### src/irq_pins_pkg.sv
// Shared constants and carriers for the interrupt and control pin block
package irq_pins_pkg;

  // Number of maskable external interrupt lines
  localparam int unsigned EXT_LINES = 4;
  // Width of the interrupt identification number
  localparam int unsigned ID_W = 4;

  // Identification numbers follow the service table order
  localparam logic [3:0] ID_RESET = 4'h0;
  localparam logic [3:0] ID_NMI   = 4'h1;
  localparam logic [3:0] ID_EXT4  = 4'h4;

  // Number of cycles the acknowledge strobe stands
  localparam logic [1:0] ACK_CYCLES = 2'h1;

  // Byte-order select values
  localparam logic ORDER_BIG    = 1'b0;
  localparam logic ORDER_LITTLE = 1'b1;

  // Service request from the core: one-cycle pulse with table position
  typedef struct packed {
    logic            valid;
    logic [ID_W-1:0] id;
  } service_s;

  // Acknowledge group driven to the pins
  typedef struct packed {
    logic            ack;
    logic [ID_W-1:0] id;
  } ack_s;

  // Acknowledge sequencer states
  typedef enum logic [0:0] {
    ACK_IDLE,
    ACK_SHOW
  } ack_state_e;

endpackage

### src/interrupt_and_control_pins.sv
// Interrupt edge capture, acknowledge and control pin logic
//
// Functional notes
// - Only rising edges raise NMI/external requests
// - Pulse acknowledge for every serviced interrupt
// - Identification number valid during acknowledge, all sources
// - Number follows service table position
// - Byte-order pin high little, low big
// - Power-down flag high only in mode 3
`timescale 1ns/1ps

module interrupt_and_control_pins
(
  input  wire logic                         clock,             // Core clock, 200 MHz
  input  wire logic                         nrst,              // Async reset, active low
  input  wire logic                         clk_en,            // Freezes all state when low
  input  wire logic                         nmi_line,          // Nonmaskable interrupt pin
  input  wire logic                         ext_irq_line_4,    // External interrupt pin 4
  input  wire logic                         ext_irq_line_5,    // External interrupt pin 5
  input  wire logic                         ext_irq_line_6,    // External interrupt pin 6
  input  wire logic                         ext_irq_line_7,    // External interrupt pin 7
  input  wire logic                         byte_order_select, // Byte-order pin
  input  wire irq_pins_pkg::service_s       service,           // Core services an interrupt
  input  wire logic                         in_mode3,          // Core is in power-down mode 3
  output logic                              nmi_request,       // One-cycle NMI request
  output logic [irq_pins_pkg::EXT_LINES-1:0] ext_request,      // One-cycle external requests
  output logic                              little_endian,     // Synchronised byte order
  output logic                              irq_service_ack,   // Acknowledge strobe pin
  output logic                              irq_id_bit3,       // Identification bit 3
  output logic                              irq_id_bit2,       // Identification bit 2
  output logic                              irq_id_bit1,       // Identification bit 1
  output logic                              irq_id_bit0,       // Identification bit 0
  output logic                              sleep_mode3_flag   // Power-down mode 3 flag
);

  localparam int unsigned N = irq_pins_pkg::EXT_LINES + 1;

  logic [N-1:0] pins;
  logic [N-1:0] sync1;
  logic [N-1:0] sync2;
  logic [N-1:0] prev;
  logic [N-1:0] req;
  logic [N-1:0] next_sync1;
  logic [N-1:0] next_sync2;
  logic [N-1:0] next_prev;
  logic [N-1:0] next_req;
  logic         ord1;
  logic         ord2;
  logic         next_ord1;
  logic         next_ord2;

  // Bit 0 is NMI, bits above are external lines 4..7
  assign pins = {ext_irq_line_7, ext_irq_line_6, ext_irq_line_5, ext_irq_line_4, nmi_line};

  // Synchroniser and edge detector, one slice per line. A request appears
  // three enabled edges after the pin rises; a pulse shorter than one clock
  // period may fall between samples and be lost
  genvar g;
  generate
    for (g = 0; g < N; g++)
    begin : g_line
      always_comb
      begin
        next_sync1[g] = sync1[g];
        next_sync2[g] = sync2[g];
        next_prev[g]  = prev[g];
        next_req[g]   = req[g];
        if (clk_en)
        begin
          next_sync1[g] = pins[g];
          next_sync2[g] = sync1[g];
          next_prev[g]  = sync2[g];
          next_req[g]   = sync2[g] & ~prev[g];
        end
      end

      // Edge history for this line; sync1, sync2 and prev reset high so that a
      // pin already high when reset ends is never taken for a rising edge
      always_ff @(posedge clock or negedge nrst)
      begin
        if (!nrst)
        begin
          sync1[g] <= '1;
          sync2[g] <= '1;
          prev[g]  <= '1;
          req[g]   <= '0;
        end
        else
        begin
          sync1[g] <= next_sync1[g];
          sync2[g] <= next_sync2[g];
          prev[g]  <= next_prev[g];
          req[g]   <= next_req[g];
        end
      end
    end
  endgenerate

  // Byte-order pin is static but still crosses in through two flops
  always_comb
  begin
    next_ord1 = ord1;
    next_ord2 = ord2;
    if (clk_en)
    begin
      next_ord1 = byte_order_select;
      next_ord2 = ord1;
    end
  end

  // Byte-order registers; they come out of reset as big-endian and only
  // follow the pin two edges later
  always_ff @(posedge clock or negedge nrst)
  begin
    if (!nrst)
    begin
      ord1 <= irq_pins_pkg::ORDER_BIG;
      ord2 <= irq_pins_pkg::ORDER_BIG;
    end
    else
    begin
      ord1 <= next_ord1;
      ord2 <= next_ord2;
    end
  end

  // Requests and byte order leave straight from their registers
  assign nmi_request   = req[0];
  assign ext_request   = req[N-1:1];
  assign little_endian = ord2;

  irq_pins_pkg::ack_state_e state;
  irq_pins_pkg::ack_state_e next_state;
  irq_pins_pkg::ack_s       ack_q;
  irq_pins_pkg::ack_s       next_ack;
  logic                     mode3_q;
  logic                     next_mode3;

  // Acknowledge sequencer: a service pulse shows ack and number together
  always_comb
  begin
    next_state = state;
    next_ack   = ack_q;
    if (clk_en)
    begin
      // A service offered while the strobe stands is dropped, not queued;
      // the core keeps services at least two cycles apart. The number is
      // taken with the strobe and held until the next service
      unique case (state)
        irq_pins_pkg::ACK_IDLE:
        begin
          next_ack.ack = 1'b0;
          if (service.valid)
          begin
            next_ack.ack = 1'b1;
            next_ack.id  = service.id;
            next_state   = irq_pins_pkg::ACK_SHOW;
          end
        end
        irq_pins_pkg::ACK_SHOW:
        begin
          // Number is held after the strobe so it never glitches mid-pulse
          next_ack.ack = 1'b0;
          next_state   = irq_pins_pkg::ACK_IDLE;
        end
      endcase
    end
  end

  // Acknowledge and flag registers feed the pins directly
  always_ff @(posedge clock or negedge nrst)
  begin
    if (!nrst)
    begin
      state <= irq_pins_pkg::ACK_IDLE;
      ack_q <= '0;
    end
    else
    begin
      state <= next_state;
      ack_q <= next_ack;
    end
  end

  // Power-down flag: one register stage, so the pin never shows a
  // glitch from the core's mode decode
  always_comb
  begin
    next_mode3 = mode3_q;
    if (clk_en)
    begin
      next_mode3 = in_mode3;
    end
  end

  // Flag register; comes out of reset as not in mode 3
  always_ff @(posedge clock or negedge nrst)
  begin
    if (!nrst)
    begin
      mode3_q <= 1'b0;
    end
    else
    begin
      mode3_q <= next_mode3;
    end
  end

  assign irq_service_ack  = ack_q.ack;
  assign irq_id_bit3      = ack_q.id[3];
  assign irq_id_bit2      = ack_q.id[2];
  assign irq_id_bit1      = ack_q.id[1];
  assign irq_id_bit0      = ack_q.id[0];
  assign sleep_mode3_flag = mode3_q;

endmodule // interrupt_and_control_pins

### config.mk
export PLATFORM = sky130hd
export DESIGN_NAME = interrupt_and_control_pins
export DESIGN_NICKNAME = d
export VERILOG_FILES = /design/src/irq_pins_pkg.sv /design/src/interrupt_and_control_pins.sv
export SDC_FILE = /design/constraint.sdc
export NUM_CORES = 1
export LEC_CHECK = 0
export ABC_CLOCK_PERIOD_IN_PS = 1100
export BUFFER_PORTS_ARGS = -buffer_cell sky130_fd_sc_hd__buf_2
export CAP_MARGIN = 30
export CORE_ASPECT_RATIO = 0.75
export CORE_MARGIN = 10
export CORE_UTILIZATION = 35
export DETAILED_ROUTE_END_ITERATION = 16
export PLACE_DENSITY = 0.57
export SYNTH_ARGS = -nofsm -noshare
export SYNTH_HDL_FRONTEND = slang
export SYNTH_SLANG_ARGS = --single-unit
export TNS_END_PERCENT = 10
### constraint.sdc
create_clock -name clock -period 1.1 [get_ports clock]
set_input_delay 0.055 -clock clock [delete_from_list [all_inputs] [get_ports clock]]
set_output_delay 0.055 -clock clock [all_outputs]
set_load 0.05 [all_outputs]
==> results of run 1 <==
## routing by layer
metal | up-vias | wire length [µm]
met5 | - | 0
met4 | 0 | 13
met2 | 20 | 790
li1 | 307 | -
met3 | 2 | 150
met1 | 303 | 852
## cell usage after synthesis
cell type | number | share of area [%]
mux2_2 | 17 | 17
dfrtp_1 | 13 | 29
inv_1 | 7 | 2.4
mux2_4 | 4 | 5.4
buf_4 | 1 | 0.67
buf_6 | 2 | 2.0
o21ai_0 | 6 | 2.7
nand2_1 | 1 | 0.34
nand3b_1 | 4 | 2.7
o22ai_1 | 1 | 0.56
nand3b_4 | 1 | 1.8
dfstp_2 | 15 | 35
## through the flow
step / setup slack [ns] / instance area, µm² / utilization, %
6_report: 0.0559 / 1370 / 45.6
3_3_place_gp: 0.0957 / 1290 / 43.1
2_1_floorplan: -0.0549 / 1120 / -
5_1_grt: 0.0139 / 1370 / 45.6
4_1_cts: 0.0456 / 1350 / 45.0
3_5_place_dp: 0.0599 / 1290 / 43.1
## registers in the layout, indices dropped and copies added (netlist names)
signal and count:
state 1, sync1 5, sync2 5, ext_request 4, nmi_request 1, little_endian 1, irq_id_bit0 1, irq_id_bit2 1
irq_id_bit1 1, sleep_mode3_flag 1, irq_id_bit3 1, prev 5, ord1 1
## worst min path at each step
stage,depth (start not counted),endpoint,slack [ns],from
finish,2,irq_id_bit1$_DFFE_PN0P_,0.01,service[1]
global route,2,sync1[0]$_DFFE_PN1P_,0.003,nmi_line
CTS,2,irq_id_bit2$_DFFE_PN0P_,0.0003,service[2]
detailed placement,1,ext_request[0]$_DFFE_PN0P_,0.10,nrst
global placement,1,little_endian$_DFFE_PN0P_,0.1,nrst
floorplan,0,ext_request[0]$_DFFE_PN0P_,-0.24,nrst
## worst reg2reg max path, cell delays in order, from the launching register on
cell and delay [ns]:
dfrtp_2 0.42, nand3b_4 0.20, mux2_4 0.32
## power by group
part / internal, mW / switching, mW / leakage (nW)
Sequential: 1.25 / 0.0816 / 0.316
Combinational: 0.237 / 0.412 / 0.293
Clock: 0.259 / 0.283 / 0.0228
Total: 1.75 / 0.777 / 0.632
## area by class of cell
type | count | area share (%)
Timing Repair Buffer | 31 | 13.7
Multi-Input combinational cell | 34 | 25.0
Inverter | 7 | 1.92
Clock buffer | 4 | 3.29
Tap cell | 38 | 3.47
Sequential cell | 28 | 52.7
## cell families (layout without fill, tap and decap cells)
| logic type | Yosys count | in the layout | synth area share, % |
|---|---|---|---|
| buffers and inverters | 10 | 42 | 5.04 |
| DFF | 28 | 28 | 64.4 |
| muxes | 21 | 21 | 22.5 |
| AOI/OAI and AO/OA | 7 | 7 | 3.25 |
| and+or+nand+nor | 6 | 6 | 4.82 |
==> flow_summary_export.csv, run 1 <==
group,metric,value,unit
run_status,status,"complete, no violations",
global_route,grt_busiest_layer,"met2",
layout,multiInputGateArea,342,µm²
pwr,p_total,2.52,mW
clocking,cts_buffer_depth,2,
setup_path,regToRegSetupSlack,0.06,ns
timing,max_slew_margin,60.8,%
pwr,p_leak,0.632,nW
flow_run,maxCapViolCount,0,
clocking,cts_tree,"yes",
global_route,grt_pass1_vias,645,
routing,postRouteAntennaNets,0,
setup_path,cp.arrival,1.21,ns
clocking,htree_levels,1,
timing,fin_setup_tns,0,ns
timing,finalHoldViolations,0,
place,dp_cells,135,
timing,finalSetupViolations,0,
floorplan,die-width,85.2,µm
place,dp_hpwl,1360,µm
floorplan,fp-row-count,17,
clocking,cts.clk_slew.worst_paths,0.09,ns
clocking,cts_hold_buffers,1,
layout,antenna_cells,0,
setup_path,crit_start,"state$_DFFE_PN0P_",
timing,rsz0062_at_grt,"false",
clocking,clk_latency,0.26,ns
timing,period_share,94.9,%
global_route,antenna_found_initial,0,
layout,synthToLayoutAreaGrowth,22.5,%
routing,via_count,632,
clocking,cts_setup_buffers,0,
setup_path,worstSetupPathDepth,2,
routing,drt_first_pass_iters,2,
layout,nets,120,
routing,viasPerCell,4.45,
floorplan,dieArea,0.00588,mm²
setup_path,rr_startpoint,"state$_DFFE_PN0P_",
yosys,syn-cell-area,0.00112,mm²
setup_path,crit_chain,"nand3b_4, mux2_4",
timing,fin_crit,1.04,ns
routing,first_iter_violations,25,
setup_path,cp-end-kind,"flop",
floorplan,pin_count,27,
global_route,grt_overflow_total,0,
place,port_buffers,26,
setup_path,path_class,"reg -> reg",
clocking,cts-root-buf,"clkbuf_8",
setup_path,cpPeakStageDelay,0.42,ns
routing,remaining_drc_errors,0,
yosys,syn_nets,87,
yosys,synth.avg_cell_area,15.5,µm²
setup_path,cpMaxStageDelayCell,"dfrtp_2",
global_route,grt_start_max_net_pins,29,
layout,final_common_cell,"buf_2",
global_route,grt_use_met1,7.31,%
setup_path,crit_required,1.26,ns
clocking,cts_resized,0,
setup_path,critPathLaunchType,"flop",
timing,clock.fmax,0.958,GHz
layout,drive_above_1_share,66.3,%
yosys,synthDistinctLibCells,12,
layout,seqCellArea,721,µm²
worst_hold_path,worstHoldPathType,"in -> reg",
global_route,met3_usage,4.45,%
yosys,netlist_instances,72,
setup_path,critPathBufInv,0,
timing,holdWs,0.0105,ns
timing,tightest_slew,0.588,ns
floorplan,core_area,0.00300,mm²
global_route,use_met2,9.89,%
timing,finClkSkew,0.00110,ns
setup_path,path_delay_family,"flip-flops",
clocking,clock-sinks,28,
setup_path,cp_max_fo,5,
setup_path,setup.worst_path.end,"irq_id_bit3$_DFFE_PN0P_",
place,gp_congestion,0.702,
pwr,power_density,1840,mW/mm²
yosys,ys_ff_latch,28,
layout,n_fill_cell,291,
setup_path,r2r_cells,2,
floorplan,die_height,68.9,µm
clocking,numCtsBuffers,3,
timing,final_max_slew_viol_count,0,
global_route,grt_pass1_wl,3030,µm
routing,drt-wirelength-per-cell,12.7,µm
yosys,yosysSeqAreaShare,64.4,%
routing,wirelength,1810,µm
setup_path,r2r-end,"irq_id_bit3$_DFFE_PN0P_",
floorplan,start_util,37.3,%
global_route,grt.total_usage,6.50,%
layout,stdcell_count,142,
layout,layout_common_cells,"26 x buf_2, 17 x mux2_2, 15 x dfstp_2",
pwr,ir_worst_vdd,0.772,mV
yosys,ys_warn_count,0,
No activity file was read; power rests on OpenSTA's default activity.
==> run 2, diff against run 1 <==
--- a/config.mk
+++ b/config.mk
@@ -5,6 +5,7 @@
 export SDC_FILE = /design/constraint.sdc
 export NUM_CORES = 1
 export LEC_CHECK = 0
+export ABC_AREA = 1
 export ABC_CLOCK_PERIOD_IN_PS = 1100
 export BUFFER_PORTS_ARGS = -buffer_cell sky130_fd_sc_hd__buf_2
 export CAP_MARGIN = 30
==> run 2 against run 1 <==
- critical path depth decreased by 1
- non-clock buffer count increased by 4
- core utilization increased by 1.3 points
- worst hold slack improved by 0.0021 ns
- synthesized cell count increased by 47%
- register-to-register slack improved by 0.11 ns
- critical endpoint is now irq_id_bit0
- highest routed layer unchanged
==> flow_summary_export.csv, run 2 <==
group,metric,value,unit
place,gp_congestion,0.758,
routing,postRouteAntennaNets,0,
yosys,synthTopCellsByCount,"20 x nand2_1, 18 x inv_1, 15 x dfstp_2",
run_status,status,"complete, no violations",
pwr,switching_power,0.764,mW
clocking,htree_levels,1,
worst_hold_path,holdPathEnd,"sync1[2]$_DFFE_PN1P_",
timing,rsz0062_at_grt,"false",
pwr,switching_share,31.2,%
pwr,ir_worst_vdd,0.849,mV
timing,clock.fmax,1.05,GHz
setup_path,path_class,"reg -> out",
worst_hold_path,min-delay-start,"ext_irq_line_5",
layout,final_common_cell,"buf_2",
yosys,async_reset_ff_share,100,%
yosys,synth_area_leaders,"dfstp_2 36%, dfrtp_1 30%, nand2_1 6.8%",
worst_hold_path,min_path_cells,3,
layout,reg_top3,"prev (5), sync1 (5), sync2 (5)",
pwr,p_leak,0.687,nW
setup_path,crit_required,1.04,ns
routing,top_layer,"met4",
clocking,clk_latency,0.27,ns
setup_path,cpMaxStageDelayCell,"dfrtp_1",
routing,via_count,777,
timing,period_share,87.0,%
timing,fin_setup_tns,0,ns
setup_path,rr_startpoint,"state$_DFFE_PN0P_",
layout,antenna_cells,0,
routing,first_iter_violations,29,
yosys,synth_top_area_share,35.9,%
place,dp_hpwl,1530,µm
layout,layout_common_cells,"26 x buf_2, 20 x nand2_1, 18 x inv_1",
clocking,numCtsBuffers,3,
global_route,grt_pass1_vias,773,
timing,setup_ws,0.143,ns
yosys,synthDistinctLibCells,13,
pwr,power_density,1750,mW/mm²
clocking,cts-root-buf,"clkbuf_8",
yosys,syn_nets,121,
setup_path,critPathLaunchType,"flop",
routing,met3WireLength,128,µm
routing,viasPerCell,4.37,
routing,drt-wirelength-per-cell,11.9,µm
place,pre_cts_ws,0.152,ns
yosys,ys_ff_latch,28,
yosys,synth.avg_cell_area,10.4,µm²
yosys,netlist_instances,106,
setup_path,critPathBufInv,1,
setup_path,cp_max_fo,2,
place,port_buffers,26,
routing,remaining_drc_errors,0,
pwr,p_total,2.45,mW
routing,wirelength_met1,941,µm
floorplan,start_util,36.8,%
timing,finalSetupViolations,0,
global_route,grt_pass1_wl,3620,µm
global_route,grt_start_max_net_pins,42,
setup_path,cpPeakStageDelay,0.36,ns
setup_path,cp-end-kind,"output pin",
pwr,internal_power,1.68,mW
yosys,ys_warn_count,0,
layout,n_fill_cell,303,
yosys,synth.most_common_cell,"nand2_1",
global_route,antenna_found_initial,0,
setup_path,crit_chain,"buf_2",
pwr,combPwrFrac,23.1,%
clocking,cts_buffer_depth,2,
pwr,power_frac_clock,25.2,%
timing,finalHoldViolations,0,
floorplan,core_area,0.00298,mm²
yosys,yosysSeqAreaShare,65.6,%
pwr,seqPwrFrac,51.7,%
timing,fin_crit,0.957,ns
setup_path,cp.arrival,0.90,ns
floorplan,pin_count,27,
floorplan,dieArea,0.00580,mm²
layout,nets,156,
yosys,yosys_most_used_dff,"dfstp_2",
layout,final_util,46.9,%
flow_run,maxCapViolCount,0,
timing,holdWs,0.0126,ns
layout,drive_above_1_share,35.7,%
worst_hold_path,worstHoldPathType,"in -> reg",
routing,met2_length,1020,µm
clocking,cts_tree,"yes",
clocking,cts_setup_buffers,0,
timing,tightest_slew,0.311,ns
routing,wirelength,2110,µm
setup_path,r2r-end,"irq_id_bit2$_DFFE_PN0P_",
yosys,synth_largest_area_cell,"dfstp_2",
layout,synthToLayoutAreaGrowth,27.3,%
global_route,grt.total_usage,7.82,%
clocking,cts.clk_slew.worst_paths,0.09,ns
global_route,grt_overflow_total,0,
clocking,clock-sinks,28,
yosys,synth_edf_count,0,
routing,drt_first_pass_iters,4,
floorplan,die-width,84.7,µm
timing,finClkSkew,0.00194,ns
timing,final_max_slew_viol_count,0,
setup_path,r2r_cells,4,
yosys,syn-cell-area,0.00110,mm²
timing,max_slew_margin,79.3,%
setup_path,path_delay_family,"flip-flops",
floorplan,die_height,68.5,µm
setup_path,regToRegSetupSlack,0.17,ns
floorplan,fp-row-count,17,
==> run 2: changes by cell type in the layout (fill, tap and decap cells not counted), sizes merged <==
cell         delta
a21oi           +6
nor2            +6
dlygate4sd3     +4
mux2           -21
o21ai           +7
inv            +11
nand4           +4
nand3           +1
nand2          +19
nand3b          -5
o22ai           +4
==> run 2: per-stage QoR <==
| step | instances | instance area [µm²] |
|---|---|---|
| final | 178 | 1400 |
| after global routing | 178 | 1400 |
| after CTS | 178 | 1390 |
| after detailed placement | 167 | 1270 |
| after global placement | 167 | 1270 |
| after floorplan | 106 | 1100 |
==> run 2: how the worst max path moves through the flow <==
| stage | start | endpoint | cells after the start |
|---|---|---|---|
| 2_1_floorplan | state$_DFFE_PN0P_ | irq_id_bit0$_DFFE_PN0P_ | 4 |
| 3_3_place_gp | state$_DFFE_PN0P_ | irq_id_bit3$_DFFE_PN0P_ | 4 |
| 3_5_place_dp | state$_DFFE_PN0P_ | irq_id_bit2$_DFFE_PN0P_ | 4 |
| 4_1_cts | state$_DFFE_PN0P_ | irq_service_ack | 1 |
| 5_1_grt | state$_DFFE_PN0P_ | irq_id_bit0$_DFFE_PN0P_ | 4 |
| 6_report | irq_id_bit0$_DFFE_PN0P_ | irq_id_bit0 | 1 |
==> run 2: logic make-up (layout without fill, tap and decap cells) <==
kind of cell	Yosys count	count (layout)	share of synthesized area, %
AO/OA/AOI/OAI	24	24	12.1
buffers and inverters	23	57	10.7
AND/OR/NAND/NOR	31	31	11.6
flip-flops	28	28	65.6
==> run 2: layout make-up <==
class,instances,area (µm²),area share (%)
clock buffers,4,55.1,3.94
inverters,18,67.6,4.84
multi-input cells,55,265,19.0
flip-flops and latches,28,721,51.6
well taps,38,47.5,3.41
repair buffers,35,240,17.2
==> run 2: tightest hold or removal path, delay by kind of cell <==
family                 cells  cell delay (ns)
AOI/OAI and AO/OA          1             0.07
buffers and inverters      1             0.08
and+or+nand+nor            1             0.04
==> run 2: repair_timing <==
action | in CTS | in global routing
endpoints found under the hold margin | 25 | 0
hold buffers | 7 | 0
endpoints found under the setup margin | 0 | 2
gates resized for setup | 0 | 1
==> run 2: power by group through the flow <==
stage / combinational, mW / clock, mW / sequential [mW]
after floorplan: 0.162 / 0 / 1.51
after global placement: 0.542 / 0 / 1.28
after detailed placement: 0.554 / 0 / 1.28
after CTS: 0.574 / 0.650 / 1.27
after global routing: 0.621 / 0.690 / 1.28
final: 0.566 / 0.616 / 1.26
==> run 2: metal layers <==
| layer | GRT usage (%) | up-vias |
|---|---|---|
| li1 | - | 406 |
| met3 | 3.51 | 2 |
| met4 | 3.07 | 0 |
| met1 | 8.69 | 350 |
| met2 | 13.2 | 19 |
| met5 | 0 | - |
==> run 3, diff against run 2 <==
--- a/config.mk
+++ b/config.mk
@@ -11,9 +11,9 @@
 export CAP_MARGIN = 30
 export CORE_ASPECT_RATIO = 0.75
 export CORE_MARGIN = 10
-export CORE_UTILIZATION = 35
+export CORE_UTILIZATION = 50
 export DETAILED_ROUTE_END_ITERATION = 16
-export PLACE_DENSITY = 0.57
+export PLACE_DENSITY = 0.77
 export SYNTH_ARGS = -nofsm -noshare
 export SYNTH_HDL_FRONTEND = slang
 export SYNTH_SLANG_ARGS = --single-unit
==> run 3 against run 2 <==
- final area increased by 1.4%
- first-iteration DRC count decreased by 45%
- wire length increased by 2.3%
- via count increased by 2.4%
- sequential power about the same
- count of clock-buffer cells in the layout decreased by 1
- critical path depth unchanged
- combinational power increased by 2%
- maximum frequency decreased by 9.0%
- global-route usage increased by 2.6 points
- critical endpoint is now sleep_mode3_flag
- largest cell class unchanged
==> flow_summary_export.csv, run 3 (synthesized netlist as in run 2, its figures left out) <==
group,metric,value,unit
run_status,status,"complete, no violations",
layout,n_fill_cell,160,
setup_path,regToRegSetupSlack,0.10,ns
global_route,grt_pass1_vias,842,
clocking,htree_levels,1,
setup_path,r2r-end,"irq_id_bit3$_DFFE_PN0P_",
floorplan,start_util,53.5,%
routing,via_count,796,
routing,first_iter_violations,16,
setup_path,crit_required,1.04,ns
setup_path,cpPeakStageDelay,0.39,ns
place,placed_area,0.00124,mm²
timing,tightest_slew,0.336,ns
setup_path,worstSetupPathDepth,1,
layout,stdcell_count,170,
routing,viasPerCell,4.68,
global_route,grt.total_usage,10.5,%
clocking,cts.clk_slew.worst_paths,0.15,ns
floorplan,die-width,74.1,µm
pwr,p_leak,0.705,nW
clocking,cts_tree,"yes",
routing,drt-wirelength-per-cell,12.7,µm
clocking,clk_latency,0.33,ns
flow_run,maxCapViolCount,0,
place,dp_hpwl,1510,µm
layout,antenna_cells,0,
global_route,grt_pass1_wl,3690,µm
timing,clock.fmax,0.951,GHz
pwr,p_total,2.51,mW
clocking,cts_buffer_depth,2,
timing,rsz0062_at_grt,"false",
pwr,ir_worst_vdd,1.21,mV
global_route,antenna_found_initial,0,
layout,reg_top3,"prev (5), sync1 (5), sync2 (5)",
timing,finalHoldViolations,0,
layout,final_common_cell,"buf_2",
timing,fin_crit,1.05,ns
routing,postRouteAntennaNets,0,
routing,remaining_drc_errors,0,
clocking,clock-sinks,28,
place,gp_congestion,0.696,
floorplan,dieArea,0.00449,mm²
setup_path,crit_chain,"buf_2",
timing,finalSetupViolations,0,
layout,seqCellArea,721,µm²
setup_path,cpMaxStageDelayCell,"dfrtp_1",
global_route,grt_start_max_net_pins,29,
setup_path,cp.arrival,1.00,ns
setup_path,rr_startpoint,"state$_DFFE_PN0P_",
worst_hold_path,worstHoldPathType,"in -> reg",
floorplan,die_height,60.6,µm
layout,multiInputGateArea,260,µm²
setup_path,path_class,"reg -> out",
timing,max_slew_margin,77.6,%
floorplan,pin_count,27,
clocking,numCtsBuffers,3,
setup_path,path_delay_family,"flip-flops",
timing,final_max_slew_viol_count,0,
timing,holdWs,0.0206,ns
pwr,power_density,1770,mW/mm²
clocking,cts_resized,0,
layout,drive_above_1_share,34.2,%
setup_path,setup.worst_path.end,"sleep_mode3_flag",
routing,drt_first_pass_iters,4,
layout,final_util,69.1,%
layout,layout_common_cells,"26 x buf_2, 20 x nand2_1, 18 x inv_1",
floorplan,core_area,0.00205,mm²
setup_path,r2r_cells,4,
timing,finClkSkew,0.00505,ns
routing,wirelength,2160,µm
setup_path,cp_max_fo,2,
place,pre_cts_ws,0.118,ns
setup_path,cp-end-kind,"output pin",
setup_path,critPathLaunchType,"flop",
setup_path,critPathBufInv,1,
timing,period_share,95.6,%
layout,fin_area,0.00142,mm²
layout,nets,162,
clocking,cts-root-buf,"clkbuf_4",
global_route,grt_overflow_total,0,
floorplan,fp-row-count,14,
layout,synthToLayoutAreaGrowth,29.1,%
timing,fin_setup_tns,0,ns
place,dp_cells,154,
timing,setup_ws,0.0489,ns
setup_path,crit_start,"sleep_mode3_flag$_DFFE_PN0P_",
place,port_buffers,26,
==> run 3: cell count changes in the layout (fill, tap and decap cells not counted), sizes merged <==
cell,previous run,this run
clkbuf,4,3
buf,28,29
bufinv,0,1
dlygate4sd3,7,12
==> run 3: layer usage <==
layer  wire (µm)  share of wire, %  up-vias  GRT usage (%)
li1            -                 -      415              -
met1         909                42      363           10.8
met2        1090                51       18           19.2
met3         161               7.4        0           5.22
met4           0                 0        0           1.59
met5           0                 0        -              0
==> run 3: repair_timing <==
item                                   in CTS  in global routing
hold buffers                               12                  0
buffers inserted                            0                  0
endpoints found under the hold margin      39                  0
setup endpoints to repair                   0                  0
==> run 3: power breakdown <==
group          internal (mW)  switching [mW]  leakage, nW
combinational          0.167           0.410        0.359
sequential              1.20          0.0618        0.318
clock                  0.369           0.296       0.0279
total                   1.74           0.768        0.705
==> run 3: worst min path at each step <==
stage / to / from / depth (start not counted)
finish: irq_id_bit0$_DFFE_PN0P_ / service[4] / 3
global route: irq_id_bit0$_DFFE_PN0P_ / service[4] / 3
CTS: irq_id_bit0$_DFFE_PN0P_ / service[4] / 3
detailed placement: ext_request[3]$_DFFE_PN0P_ / nrst / 2
global placement: ext_request[0]$_DFFE_PN0P_ / nrst / 2
floorplan: ext_request[0]$_DFFE_PN0P_ / nrst / 0
==> run 3: tightest hold or removal path: stages <==
cell and delay (ns):
buf_2 0.13, nand4_1 0.09, nand2_1 0.05
==> run 3: cell type report <==
cell class | count | area share, %
clock inverters | 1 | 2.12
multi-input cells | 55 | 18.4
inverters | 18 | 4.77
well taps | 24 | 2.12
flip-flops and latches | 28 | 50.9
clock buffers | 3 | 1.59
repair buffers | 41 | 20.1
